`src/aseb_map.vh`:
```
/*
 * Constants for the sized asynchronous external bus master:
 * encodings, status codes and request word fields.
 * Assumes one core clock per bus half clock.
 */
`ifndef ASEB_MAP_VH
`define ASEB_MAP_VH

// Transfer size encoding, also the bytes still to move
`define ASEB_SIZE_BYTE   2'h1
`define ASEB_SIZE_WORD   2'h2
`define ASEB_SIZE_3BYTE  2'h3
`define ASEB_SIZE_LONG   2'h0

// Address space codes
`define ASEB_FC_USER_DATA 3'h1
`define ASEB_FC_USER_PROG 3'h2
`define ASEB_FC_SUPV_DATA 3'h5
`define ASEB_FC_SUPV_PROG 3'h6
`define ASEB_FC_CPU       3'h7

// Completion status of one operand
`define ASEB_ST_OK        2'h0
`define ASEB_ST_BUS_ERR   2'h1
`define ASEB_ST_AUTOVEC   2'h2
`define ASEB_ST_MISALIGN  2'h3

// Request word field positions
`define ASEB_F_WDATA_LSB  0
`define ASEB_F_ADDR_LSB   32
`define ASEB_F_SIZE_LSB   56
`define ASEB_F_FC_LSB     58
`define ASEB_F_RW         61
`define ASEB_F_LOCK_LAST  62
`define ASEB_F_LOCK       63
`define ASEB_REQ_W        64

`endif

```
`src/aseb_sync.v`:
```
/*
 * Two-stage synchroniser for a group of bus inputs.
 * Assumes inputs are asynchronous pins; reset value is a parameter.
 */
`timescale 1ns/1ns
module aseb_sync
#(
    parameter WIDTH   = 1,
    parameter RST_VAL = 0
)
(
    // Clock and reset
    input  wire             i_clk,
    input  wire             i_rst_n,
    // Pins and resolved levels
    input  wire [WIDTH-1:0] i_pin,
    output wire [WIDTH-1:0] o_level
);

reg [WIDTH-1:0] meta_reg;
reg [WIDTH-1:0] level_reg;

// The first stage feeds only the second; it may go metastable
always @(posedge i_clk or negedge i_rst_n)
begin
    if (!i_rst_n)
    begin
        meta_reg  <= RST_VAL;
        level_reg <= RST_VAL;
    end
    else
    begin
        meta_reg  <= i_pin;
        level_reg <= meta_reg;
    end
end

assign o_level = level_reg;

endmodule // aseb_sync

```
`src/aseb_fifo.v`:
```
/*
 * Synchronous FIFO with valid/ready on both sides.
 * Assumes one clock; both flags come from flops.
 */
`timescale 1ns/1ns
module aseb_fifo
#(
    parameter WIDTH = 64,
    parameter DEPTH = 8,
    parameter AW    = 3
)
(
    // Clock and reset
    input  wire             i_clk,
    input  wire             i_rst_n,
    // Fill side
    input  wire             i_in_valid,
    output wire             o_in_ready,
    input  wire [WIDTH-1:0] i_in_data,
    // Drain side
    output wire             o_out_valid,
    input  wire             i_out_ready,
    output wire [WIDTH-1:0] o_out_data
);

reg [WIDTH-1:0] mem [0:DEPTH-1];
reg [AW-1:0]    wr_reg;
reg [AW-1:0]    rd_reg;
reg [AW:0]      cnt_reg;
reg             full_reg;
reg             empty_reg;

wire            push = i_in_valid && !full_reg;
wire            pop  = i_out_ready && !empty_reg;
wire [AW:0]     cnt_next = cnt_reg + {{AW{1'b0}}, push} - {{AW{1'b0}}, pop};

always @(posedge i_clk)
begin
    if (push)
    begin
        mem[wr_reg] <= i_in_data;
    end
end

always @(posedge i_clk or negedge i_rst_n)
begin
    if (!i_rst_n)
    begin
        wr_reg    <= {AW{1'b0}};
        rd_reg    <= {AW{1'b0}};
        cnt_reg   <= {(AW+1){1'b0}};
        full_reg  <= 1'b0;
        empty_reg <= 1'b1;
    end
    else
    begin
        if (push)
        begin
            wr_reg <= (wr_reg == DEPTH - 1) ? {AW{1'b0}} : wr_reg + 1'b1;
        end
        if (pop)
        begin
            rd_reg <= (rd_reg == DEPTH - 1) ? {AW{1'b0}} : rd_reg + 1'b1;
        end
        cnt_reg   <= cnt_next;
        full_reg  <= (cnt_next == DEPTH);
        empty_reg <= (cnt_next == {(AW+1){1'b0}});
    end
end

assign o_in_ready  = !full_reg;
assign o_out_valid = !empty_reg;
assign o_out_data  = mem[rd_reg];

endmodule // aseb_fifo

```
`src/aseb_bus_master.v`:
```
/*
 * Sized asynchronous external bus master: takes operand requests from
 * a FIFO and runs byte/word bus cycles to 8- or 16-bit slaves.
 * Assumes the bus pins are asynchronous; the pin pad resolves the
 * data output enable into the shared data wires.
 */
`timescale 1ns/1ns
`include "aseb_map.vh"

// Overview of operation
// - Size outputs show bytes still to move
// - Address, size, space, direction held during strobe
// - Direction changes only at cycle start
// - Lock output spans whole read-modify-write operation
// - Three space code bits select eight spaces
// - 24-bit address names most significant byte
// - Address strobe half clock after start
// - Read data captured at cycle's last sample
// - Writes drive all sixteen data lines
// - Write data half clock after address strobe
// - Read data strobe with address strobe
// - Write data strobe full clock after address strobe
// - Bus fault ends cycle as error
// - Fault plus halt means retry cycle
// - Autovector only ends interrupt acknowledge
// - All bus inputs synchronised before use
// - Word and long operands must be even
// - Split operand over narrow or odd port
// - Port width learned anew each cycle
// - Acknowledge code: wait, 8-bit, 16-bit, reserved
module aseb_bus_master
#(
    parameter FIFO_DEPTH = 8,
    parameter FIFO_AW    = 3
)
(
    // Clock and reset
    input  wire        i_clk,
    input  wire        i_rst_n,
    // Operand request stream
    input  wire        i_req_valid,
    output wire        o_req_ready,
    input  wire        i_req_read,
    input  wire [1:0]  i_req_size,
    input  wire [2:0]  i_req_space,
    input  wire [23:0] i_req_addr,
    input  wire [31:0] i_req_wdata,
    input  wire        i_req_lock,
    input  wire        i_req_lock_last,
    // Operand completion
    output wire        o_rsp_valid,
    output wire [1:0]  o_rsp_status,
    output wire [31:0] o_rsp_rdata,
    // Bus outputs
    output wire [23:0] o_bus_address,
    output wire        o_xfer_size_hi,
    output wire        o_xfer_size_lo,
    output wire [2:0]  o_space_code,
    output wire        o_read_write,
    output wire        o_addr_strobe_n,
    output wire        o_data_strobe_n,
    output wire        o_locked_sequence_n,
    // Bus data, two-way
    input  wire [15:0] i_bus_data,
    output wire [15:0] o_bus_data,
    output wire        o_bus_data_oe,
    // Termination inputs
    input  wire        i_ack_wide_port_n,
    input  wire        i_ack_narrow_port_n,
    input  wire        i_bus_fault_n,
    input  wire        i_halt_n,
    input  wire        i_auto_vector_n
);

localparam ST_IDLE  = 3'h0;
localparam ST_ADDR  = 3'h1;
localparam ST_STRB  = 3'h2;
localparam ST_WDATA = 3'h3;
localparam ST_WDS   = 3'h4;
localparam ST_WAIT  = 3'h5;
localparam ST_END   = 3'h6;

////////////////////////////////////////////////////////////////////////////////
// Request FIFO and input synchronisers

wire [`ASEB_REQ_W-1:0] req_word;
wire [`ASEB_REQ_W-1:0] f_data;
wire                   f_valid;
wire                   f_ready;
wire [20:0]            pins_s;

assign req_word = {i_req_lock, i_req_lock_last, i_req_read, i_req_space,
                   i_req_size, i_req_addr, i_req_wdata};

aseb_fifo
#(
    .WIDTH (`ASEB_REQ_W),
    .DEPTH (FIFO_DEPTH),
    .AW    (FIFO_AW)
)
u_fifo
(
    .i_clk       (i_clk),
    .i_rst_n     (i_rst_n),
    .i_in_valid  (i_req_valid),
    .o_in_ready  (o_req_ready),
    .i_in_data   (req_word),
    .o_out_valid (f_valid),
    .i_out_ready (f_ready),
    .o_out_data  (f_data)
);

// Strobes idle high, data idles low
aseb_sync
#(
    .WIDTH   (21),
    .RST_VAL (21'h1f0000)
)
u_sync
(
    .i_clk   (i_clk),
    .i_rst_n (i_rst_n),
    .i_pin   ({i_ack_wide_port_n, i_ack_narrow_port_n, i_bus_fault_n,
               i_halt_n, i_auto_vector_n, i_bus_data}),
    .o_level (pins_s)
);

wire        wide_s   = !pins_s[20];
wire        narrow_s = !pins_s[19];
wire        fault_s  = !pins_s[18];
wire        halt_s   = !pins_s[17];
wire        auto_vector_n_s   = !pins_s[16];
wire [15:0] data_s   = pins_s[15:0];

////////////////////////////////////////////////////////////////////////////////
// Operand state

reg  [2:0]  state_reg;
reg  [2:0]  rem_reg;
reg  [23:0] addr_reg;
reg  [31:0] wsh_reg;
reg  [31:0] acc_reg;
reg         read_reg;
reg  [2:0]  space_reg;
reg         lock_reg;
reg         lock_last_reg;
reg         done_reg;
reg         retry_reg;
reg  [1:0]  status_reg;

// Pin and response flops
reg  [23:0] bus_addr_reg;
reg  [1:0]  size_out_reg;
reg  [2:0]  space_out_reg;
reg         rw_out_reg;
reg         as_n_reg;
reg         ds_n_reg;
reg         lock_n_reg;
reg  [15:0] wd_reg;
reg         wd_oe_reg;
reg         rsp_valid_reg;
reg  [1:0]  rsp_status_reg;
reg  [31:0] rsp_rdata_reg;

assign f_ready = (state_reg == ST_IDLE);

wire [1:0]  f_size  = f_data[`ASEB_F_SIZE_LSB+1:`ASEB_F_SIZE_LSB];
wire [23:0] f_addr  = f_data[`ASEB_F_ADDR_LSB+23:`ASEB_F_ADDR_LSB];
wire [31:0] f_wdata = f_data[`ASEB_F_WDATA_LSB+31:`ASEB_F_WDATA_LSB];
wire        f_odd   = f_addr[0] && (f_size != `ASEB_SIZE_BYTE);

// Bytes this cycle: one on a narrow port, an odd address or a last byte
wire        one_byte = narrow_s || addr_reg[0] || (rem_reg == 3'h1);
wire [2:0]  moved    = one_byte ? 3'h1 : 3'h2;
wire [7:0]  rd_byte  = (wide_s && addr_reg[0]) ? data_s[7:0] : data_s[15:8];

////////////////////////////////////////////////////////////////////////////////
// Bus cycle sequencer

always @(posedge i_clk or negedge i_rst_n)
begin
    if (!i_rst_n)
    begin
        state_reg      <= ST_IDLE;
        rem_reg        <= 3'h0;
        addr_reg       <= 24'h000000;
        wsh_reg        <= 32'h00000000;
        acc_reg        <= 32'h00000000;
        read_reg       <= 1'b1;
        space_reg      <= 3'h0;
        lock_reg       <= 1'b0;
        lock_last_reg  <= 1'b0;
        done_reg       <= 1'b0;
        retry_reg      <= 1'b0;
        status_reg     <= `ASEB_ST_OK;
        bus_addr_reg   <= 24'h000000;
        size_out_reg   <= 2'h0;
        space_out_reg  <= 3'h0;
        rw_out_reg     <= 1'b1;
        as_n_reg       <= 1'b1;
        ds_n_reg       <= 1'b1;
        lock_n_reg     <= 1'b1;
        wd_reg         <= 16'h0000;
        wd_oe_reg      <= 1'b0;
        rsp_valid_reg  <= 1'b0;
        rsp_status_reg <= `ASEB_ST_OK;
        rsp_rdata_reg  <= 32'h00000000;
    end
    else
    begin
        rsp_valid_reg <= 1'b0;
        case (state_reg)
            ST_IDLE:
            begin
                if (f_valid && f_odd)
                begin
                    // No bus cycle for a misaligned word or long
                    rsp_valid_reg  <= 1'b1;
                    rsp_status_reg <= `ASEB_ST_MISALIGN;
                    rsp_rdata_reg  <= 32'h00000000;
                    if (f_data[`ASEB_F_LOCK_LAST])
                    begin
                        lock_n_reg <= 1'b1;
                    end
                end
                else if (f_valid)
                begin
                    read_reg      <= f_data[`ASEB_F_RW];
                    space_reg     <= f_data[`ASEB_F_FC_LSB+2:`ASEB_F_FC_LSB];
                    lock_reg      <= f_data[`ASEB_F_LOCK];
                    lock_last_reg <= f_data[`ASEB_F_LOCK_LAST];
                    addr_reg      <= f_addr;
                    acc_reg       <= 32'h00000000;
                    status_reg    <= `ASEB_ST_OK;
                    retry_reg     <= 1'b0;
                    done_reg      <= 1'b0;
                    case (f_size)
                        `ASEB_SIZE_BYTE:
                        begin
                            rem_reg <= 3'h1;
                            wsh_reg <= {f_wdata[7:0], 24'h000000};
                        end
                        `ASEB_SIZE_WORD:
                        begin
                            rem_reg <= 3'h2;
                            wsh_reg <= {f_wdata[15:0], 16'h0000};
                        end
                        default:
                        begin
                            rem_reg <= 3'h4;
                            wsh_reg <= f_wdata;
                        end
                    endcase
                    state_reg <= ST_ADDR;
                end
            end
            ST_ADDR:
            begin
                // Cycle start: all qualifiers change here only
                bus_addr_reg  <= addr_reg;
                size_out_reg  <= rem_reg[1:0];
                space_out_reg <= space_reg;
                rw_out_reg    <= read_reg;
                if (lock_reg)
                begin
                    lock_n_reg <= 1'b0;
                end
                state_reg <= ST_STRB;
            end
            ST_STRB:
            begin
                as_n_reg <= 1'b0;
                if (read_reg)
                begin
                    ds_n_reg  <= 1'b0;
                    state_reg <= ST_WAIT;
                end
                else
                begin
                    state_reg <= ST_WDATA;
                end
            end
            ST_WDATA:
            begin
                // Port width is unknown, so both lanes carry data
                wd_oe_reg <= 1'b1;
                if (addr_reg[0] || rem_reg == 3'h1)
                begin
                    wd_reg <= {wsh_reg[31:24], wsh_reg[31:24]};
                end
                else
                begin
                    wd_reg <= wsh_reg[31:16];
                end
                state_reg <= ST_WDS;
            end
            ST_WDS:
            begin
                ds_n_reg  <= 1'b0;
                state_reg <= ST_WAIT;
            end
            ST_WAIT:
            begin
                if (fault_s && halt_s)
                begin
                    retry_reg <= 1'b1;
                    state_reg <= ST_END;
                end
                else if (fault_s || (wide_s && narrow_s))
                begin
                    // Reserved acknowledge code is taken as a fault
                    status_reg <= `ASEB_ST_BUS_ERR;
                    done_reg   <= 1'b1;
                    state_reg  <= ST_END;
                end
                else if (auto_vector_n_s && space_reg == `ASEB_FC_CPU)
                begin
                    status_reg <= `ASEB_ST_AUTOVEC;
                    done_reg   <= 1'b1;
                    state_reg  <= ST_END;
                end
                else if (wide_s || narrow_s)
                begin
                    // Width decided per cycle from the acknowledge
                    if (read_reg)
                    begin
                        if (one_byte)
                        begin
                            acc_reg <= {acc_reg[23:0], rd_byte};
                        end
                        else
                        begin
                            acc_reg <= {acc_reg[15:0], data_s};
                        end
                    end
                    wsh_reg   <= one_byte ? {wsh_reg[23:0], 8'h00} : {wsh_reg[15:0], 16'h0000};
                    addr_reg  <= addr_reg + {21'h000000, moved};
                    rem_reg   <= rem_reg - moved;
                    done_reg  <= (rem_reg == moved);
                    state_reg <= ST_END;
                end
            end
            ST_END:
            begin
                as_n_reg  <= 1'b1;
                ds_n_reg  <= 1'b1;
                wd_oe_reg <= 1'b0;
                // Wait for the slave to release its termination
                if (!wide_s && !narrow_s && !fault_s && !halt_s)
                begin
                    retry_reg <= 1'b0;
                    if (retry_reg)
                    begin
                        state_reg <= ST_ADDR;
                    end
                    else if (done_reg)
                    begin
                        rsp_valid_reg  <= 1'b1;
                        rsp_status_reg <= status_reg;
                        rsp_rdata_reg  <= read_reg ? acc_reg : 32'h00000000;
                        if (lock_last_reg || status_reg != `ASEB_ST_OK || !lock_reg)
                        begin
                            lock_n_reg <= 1'b1;
                        end
                        state_reg <= ST_IDLE;
                    end
                    else
                    begin
                        state_reg <= ST_ADDR;
                    end
                end
            end
            default:
            begin
                state_reg <= ST_IDLE;
            end
        endcase
    end
end

////////////////////////////////////////////////////////////////////////////////
// Outputs

assign o_rsp_valid         = rsp_valid_reg;
assign o_rsp_status        = rsp_status_reg;
assign o_rsp_rdata         = rsp_rdata_reg;
assign o_bus_address       = bus_addr_reg;
assign o_xfer_size_hi      = size_out_reg[1];
assign o_xfer_size_lo      = size_out_reg[0];
assign o_space_code        = space_out_reg;
assign o_read_write        = rw_out_reg;
assign o_addr_strobe_n     = as_n_reg;
assign o_data_strobe_n     = ds_n_reg;
assign o_locked_sequence_n = lock_n_reg;
assign o_bus_data          = wd_reg;
assign o_bus_data_oe       = wd_oe_reg;

endmodule // aseb_bus_master

```
`config.mk`:
```
export PLATFORM = sky130hd
export DESIGN_NAME = aseb_bus_master
export DESIGN_NICKNAME = d
export VERILOG_FILES = /design/src/aseb_sync.v /design/src/aseb_fifo.v /design/src/aseb_bus_master.v
export VERILOG_INCLUDE_DIRS = /design/src
export SDC_FILE = /design/constraint.sdc
export NUM_CORES = 1
export LEC_CHECK = 0
export BUFFER_PORTS_ARGS = -buffer_cell sky130_fd_sc_hd__buf_2
export CELL_PAD_IN_SITES_DETAIL_PLACEMENT = 2
export CELL_PAD_IN_SITES_GLOBAL_PLACEMENT = 2
export CORE_AREA = 3 3 230 277
export CTS_CLUSTER_DIAMETER = 60
export CTS_CLUSTER_SIZE = 16
export DETAILED_ROUTE_END_ITERATION = 16
export DIE_AREA = 0 0 233 280
export PLACE_DENSITY_LB_ADDON = 0.1
export REMOVE_ABC_BUFFERS = 1
export SYNTH_ARGS = -nofsm -noshare
export SYNTH_HDL_FRONTEND = slang
export SYNTH_SLANG_ARGS = --single-unit
```
`constraint.sdc`:
```
create_clock -name i_clk -period 14.23 [get_ports i_clk]
set_input_delay 0.7115 -clock i_clk [delete_from_list [all_inputs] [get_ports i_clk]]
set_output_delay 0.7115 -clock i_clk [all_outputs]
set_load 0.1 [all_outputs]
```
### Word level (Yosys, flattened, before mapping)

Memories as Yosys holds them, arrays and structs flattened.
Cells that the tools add are included.

| operators by class | value |
|---|---|
| bitwise operators | 2 |
| equality and inequality tests | 34 |
| add/subtract/negate cells | 6 |
| magnitude comparators | 0 |
| shift operators | 0 |
| divide/modulo/power cells | 0 |
| muxes and demuxes | 95 |
| reduce and logical (&&, ||, !) cells | 46 |
| multipliers | 0 |

Operators with widths:

| operator | number |
|---|---|
| 32-bit two-way mux | 20 |
| 32-bit one-hot mux with 2 select lines | 4 |
| 24-bit two-way mux | 6 |
| 3-bit two-way mux | 16 |
| 24-bit one-hot mux with 2 select lines | 1 |
| 2-bit != test, second input constant | 16 |
| 24-bit by 2-bit adder with 24-bit output | 1 |
| 1-bit two-way mux | 24 |
| 3-bit one-hot mux with 7 select lines | 1 |
| 2-bit two-way mux | 10 |
| 5-bit AND reduction | 4 |
| 3-bit == test, second input constant | 6 |
| 8-bit two-way mux | 2 |
| 8-bit AND reduction | 2 |
| 3-bit one-hot mux with 2 select lines | 2 |
| 1-bit logical AND | 11 |
| 2-bit nonzero test | 5 |
| 1-bit one-hot mux with 3 select lines | 3 |
| 3-bit nonzero test | 3 |
| 1-bit zero test | 8 |
| 1-bit one-hot mux with 2 select lines | 4 |
| 2-bit one-hot mux with 2 select lines | 2 |
| 1-bit logical OR | 7 |
| 7-bit AND reduction | 1 |
| other kinds (20) | 24 |

| word-level totals | value |
|---|---|
| output and inout port bits | 86 |
| memory bits (read-only) | 0 |
| bits in registers | 243 |
| memories kept | 1 |
| memory bits (writable) | 512 |
| input bits | 88 |
| bits in latches | 0 |

Memory list:

| name | words | width | rd ports | clocked after memory_dff | write ports | line | RTL |
|---|---|---|---|---|---|---|---|
| u_fifo.mem | 8 | 64 | 1 | 0 | 1 | aseb_fifo.v:26 | `reg [WIDTH-1:0] mem [0:DEPTH-1];` |

### Logic depth before layout (Yosys ltp)

| depth | value |
|---|---|
| word-level depth | 10 |
| gate-level depth with buffers | 14 |

### Hierarchy

From an unflattened synthesis, not the netlist that was laid out.

| unflattened totals | value |
|---|---|
| cells, all modules | 1819 |
| area, all modules | 30185.2 um^2 |

By module, submodules not included:

| module | cells each | instances | area each (um^2) |
|---|---|---|---|
| aseb_fifo | 807 | 1 | 19860.3 |
| aseb_bus_master | 970 | 1 | 9261.4 |
| aseb_sync | 42 | 1 | 1063.5 |

### Worst setup path before layout

No wires, ideal clock.

| path | value |
|---|---|
| path type | input-to-reg |
| from | in i_req_valid |
| to | mem u_fifo.mem[0][0] (enable) |
| data required time | 13.665 ns |
| stages | 4 |
| setup slack | 8.140 ns |
| arrival time | 5.525 ns |
| path through | nor2b_1 -> clkbuf_1 -> nand2b_1 -> nor3_1 |

| on the way | value |
|---|---|
| word-level cells in the longest chain between the ends | 3 |

Ends and longest elaborated chain:

| item | line | RTL |
|---|---|---|
| start, declared | aseb_bus_master.v:41 | `input wire i_req_valid,` |
| 1-bit logical AND | aseb_fifo.v:33 | `wire push = i_in_valid && !full_reg;` |
| via u_fifo.push | aseb_fifo.v:33 |  |
| 1-bit two-way mux | aseb_fifo.v:39 | `if (push)` |
| 1-bit two-way mux (implied by the code) | aseb_fifo.v:41 | `mem[wr_reg] <= i_in_data;` |
| end, declared | aseb_fifo.v:26 |  |

The timed path passes the listed nets, and every way through them passes these cells.

### Worst setup path in the final report

| path | value |
|---|---|
| from | reg u_fifo.rd_reg[0] |
| to | reg wsh_reg[22] |

| on the way | value |
|---|---|
| word-level cells in the longest chain between the ends | 6 |
| elaborated cells on any way between the ends | 12 |
| classes of those cells | eq/ne: 4; mux: 4; reduce/logical: 3; memory: 1 |

Ends and longest elaborated chain:

| item | line | RTL |
|---|---|---|
| start, declared | aseb_fifo.v:28 | `reg [AW-1:0] rd_reg;` |
| start signal, assigned | aseb_fifo.v:50 | `rd_reg <= {AW{1'b0}};` |
| start signal, assigned | aseb_fifo.v:63 | `rd_reg <= (rd_reg == DEPTH - 1) ? {AW{1'b0}} : rd_reg + 1'b1;` |
| memory read 8 x 64 bit (*) | -- |  |
| 2-bit == test (tied with other cells) | aseb_bus_master.v:237 | `case (f_size)` |
| 32-bit one-hot mux with 2 select lines / 1-bit logical AND (equally long branches) | aseb_bus_master.v:237, aseb_bus_master.v:170 |  |
| 32-bit two-way mux / 1-bit logical AND (equally long branches) | aseb_bus_master.v:226, aseb_bus_master.v:215 |  |
| 32-bit two-way mux / 2-bit != test (equally long branches) | -- |  |
| 32-bit one-hot mux with 2 select lines / 7-bit AND reduction (equally long branches) | -- |  |
| end signal, assigned | aseb_bus_master.v:241 | `wsh_reg <= {f_wdata[7:0], 24'h000000};` |
| end signal, assigned | aseb_bus_master.v:246 | `wsh_reg <= {f_wdata[15:0], 16'h0000};` |
| end signal, assigned | aseb_bus_master.v:251 | `wsh_reg <= f_wdata;` |
| end, declared | aseb_bus_master.v:141 | `reg [31:0] wsh_reg;` |

Every way passes the cells marked *; elsewhere a longest branch is shown, timed or not. The select of a mux whose other input is x is not followed.
A chain may end at the register's enable or synchronous reset.

==> run_results.csv <==
group,metric,value,unit
synthesis,yosysTopAreaCellShare,51.4,%
setup_path,crit_required,14.74,ns
synthesis,synth-compound-area-share,6.72,%
sta,post-route-period-util,34.2,%
sta,tightest_slew,1.18,ns
synthesis,synth_fa_ha_area_share,0.720,%
synthesis,synthTopCellsByArea,"edfxtp_1 51%, dfrtp_1 19%, mux4_2 7.7%",
flow_run,max_cap_viol_count,0,
clock_tree,cts_buffers,55,
synthesis,synth_top_family_by_area,"multiplexers",
synthesis,synth_area_per_cell,16.4,µm²
routing,drc_errors,0,
sta,tns,0,ns
clock_tree,cts_root_buf,"clkbuf_16",
synthesis,synth_seq_area_share,71.9,%
placed_design,globalplace.congestion,0.775,
sta,max_freq,206,MHz
clock_tree,clock_latency,0.63,ns
sta,fin_crit,4.86,ns
global_route,grt_pass1_vias,18800,
final_layout,largest_reg_flops,512,
synthesis,synth-seq-cells,755,
sta,report.final.setup_viol,0,
placed_design,dp_cells,2723,
final_layout,final_nets,2076,
synthesis,synth-simple-area-share,4.54,%
global_route,grtUsageMet2,43.1,%
power_and_ir_drop,powerDensity,224,nW/µm²
global_route,grt_usage,25.0,%
synthesis,synth_edf_count,512,
die,die_x,233,µm
final_layout,fillers,5389,
clock_tree,clk_pin_slew,0.08,ns
die,rows,99,
sta,slew_viol_final,0,
setup_path,start_kind,"flip-flop",
die,core,61100,µm²
global_route,antenna_found_initial,14,
setup_path,path_cells,"buf_4 > mux4_2 > mux2i_1 > inv_1 > ha_1 > o31ai_4 > buf_4 > a21o_2 > buf_4 > a31oi_1 > a22o_1",
routing,dr.pass1.iters,5,
final_layout,top_register,"u_fifo.mem",
power_and_ir_drop,vdd_drop_max,0.145,mV
synthesis,ys_warn_count,0,
final_layout,synthToLayoutAreaGrowth,11.3,%
setup_path,endpoint_kind,"flip-flop",
global_route,grtUsageMet1,33.8,%
synthesis,synthMuxAreaShare,14.1,%
routing,wl_per_cell,28.4,µm
clock_tree,cts_max_path_buffers,3,
global_route,grt_pass1_wl,123000,µm
routing,postRouteAntennaNets,0,
setup_path,cpMostUsedCell,"buf_4",
synthesis,ys.flop_type,"edfxtp_1",
sta,rsz0062_at_grt,"no",
setup_path,slowest_stage,"buf_4",
clock_tree,cts_tree,"built",
routing,drt_iter0_drc,1074,
clock_tree,htreeDepth,2,
worst_hold_path,hold_class,"input pin to async pin",
setup_path,criticalPathCategory,"flip-flop to flip-flop",
synthesis,syn_area,29900,µm²
sta,clock_skew,0.0350,ns
die,io_pins,174,
power_and_ir_drop,p_leak,0.0120,µW
sta,hold_viol,0,
global_route,grt_max_degree,114,
die,die_h,280,µm
final_layout,stdcell_count,2832,
synthesis,syn_inst,1820,
synthesis,synth_cell_type_count,58,
setup_path,timing.critical_path.buf_inv,4,
clock_tree,cts.sinks,755,
die,die-area,65200,µm²
global_route,grt.overflow.total,0,
sta,setup_ws,9.37,ns
synthesis,yosysTopAreaCell,"edfxtp_1",
clock_tree,cts_hold_buf,0,
synthesis,async_flop_share,32.2,%
synthesis,synthXorXnorAreaFrac,0.117,%
routing,viasPerCell,5.91,
final_layout,multiInputGateArea,7910,µm²
final_layout,final_util,54.4,%
sta,relSlewSlack,21.1,%
setup_path,path_max_fanout,92,
routing,routed_wl,80400,µm
placed_design,io_buffers,173,
setup_path,cp.arrival,5.37,ns
clock_tree,post-cts-setup-buffer-count,0,
setup_path,critPathTopFamily,"buffers and inverters",
placed_design,dp_hpwl,49200,µm
routing,vias,16700,
global_route,use_met3,3.83,%
setup_path,slowest_delay,0.85,ns
placed_design,post-place-ws,9.29,ns
global_route,busiest_layer,"met2",
final_layout,mostFrequentLayoutCells,"512 x edfxtp_1, 224 x dfrtp_1, 192 x nand2_1",
die,initial_core_util,48.9,%
final_layout,drive_above_1_share,23.3,%
clock_tree,cts_resized,0,
final_layout,seq_area,21500,µm²
final_layout,final_common_cell,"edfxtp_1",
outcome,status,"completed",
-- layout make-up --
| type | instances | share of cell area [%] |
|---|---|---|
| clock buffers | 92 | 4.68 |
| well taps | 808 | 3.04 |
| repair buffers | 200 | 3.24 |
| flip-flops and latches | 755 | 64.6 |
| diodes | 7 | 0.0527 |
| clock inverters | 10 | 0.301 |
| multi-input cells | 935 | 23.8 |
| inverters | 25 | 0.282 |
-- synth_stat cells (all sizes together) (2+ instances only) --
cell and number:
fa 2, nand2 193, nor3 10, o22ai 13, o211ai 9, o31ai 44, mux2i 117, dfrtp 227
a211oi 3, dfstp 16, a21oi 44, o2111ai 8, a31oi 16, nand3b 3, and4b 2, mux2 66
o21ai 115, nand2b 13, a21o 4, xnor2 3, and2 5, a22o 11, ha 14, a2bb2oi 8
nand4 4, a22oi 20, buf 57, o22a 7, or3 2, nor2b 10, a32o 2, nor2 46
a32oi 2, nand3 19, mux4 102, and4 3, clkbuf 48, and3 4, edfxtp 512, inv 24
-- layer usage --
metal	routed length (µm)	part of all wire [%]
met1	34100	42
met2	41200	51
met3	3320	4.1
met4	1730	2.1
met5	81	0.10
-- final timing paths --
path                                              startpoint                            end  slack (ns)  cells after the start
worst max register to register  u_fifo.rd_reg[0]$_DFFE_PN0P_        wsh_reg[22]$_DFFE_PN0P_        9.37                     11
min in group i_clk                           i_auto_vector_n  u_sync.meta_reg[16]$_DFF_PN1_        0.18                      1
worst min-delay path                                 i_rst_n    u_sync.o_level[0]$_DFF_PN0_        0.13                      1
worst max-delay path            u_fifo.rd_reg[0]$_DFFE_PN0P_        wsh_reg[22]$_DFFE_PN0P_        9.37                     11
worst min register to register  u_sync.meta_reg[3]$_DFF_PN0_    u_sync.o_level[3]$_DFF_PN0_        0.35                      0
max in group asynchronous                            i_rst_n   u_fifo.rd_reg[2]$_DFFE_PN0P_       12.49                      2
-- where the power goes --
part | switching (µW) | internal [µW]
clock | 761 | 769
combinational | 1910 | 906
sequential | 333 | 2780
total | 3000 | 4450
-- logic make-up after synthesis --
| kind of cell | Yosys count |
|---|---|
| flip-flops | 755 |
| AO/OA/AOI/OAI | 315 |
| AND/OR/NAND/NOR | 315 |
| multiplexers | 285 |
| buffers and inverters | 130 |
| adder cells (fa/ha/maj) | 16 |
| XOR/XNOR | 4 |
-- through the flow --
step	total power [µW]	area (µm²)	hold slack [ns]
2_1_floorplan	5130	29400	0.331
3_3_place_gp	5810	31600	0.341
3_5_place_dp	5970	31600	0.338
4_1_cts	7530	33200	0.148
5_1_grt	7830	33200	0.161
6_report	7450	33300	0.134
Note: power is estimated with default switching activity, not from simulation.
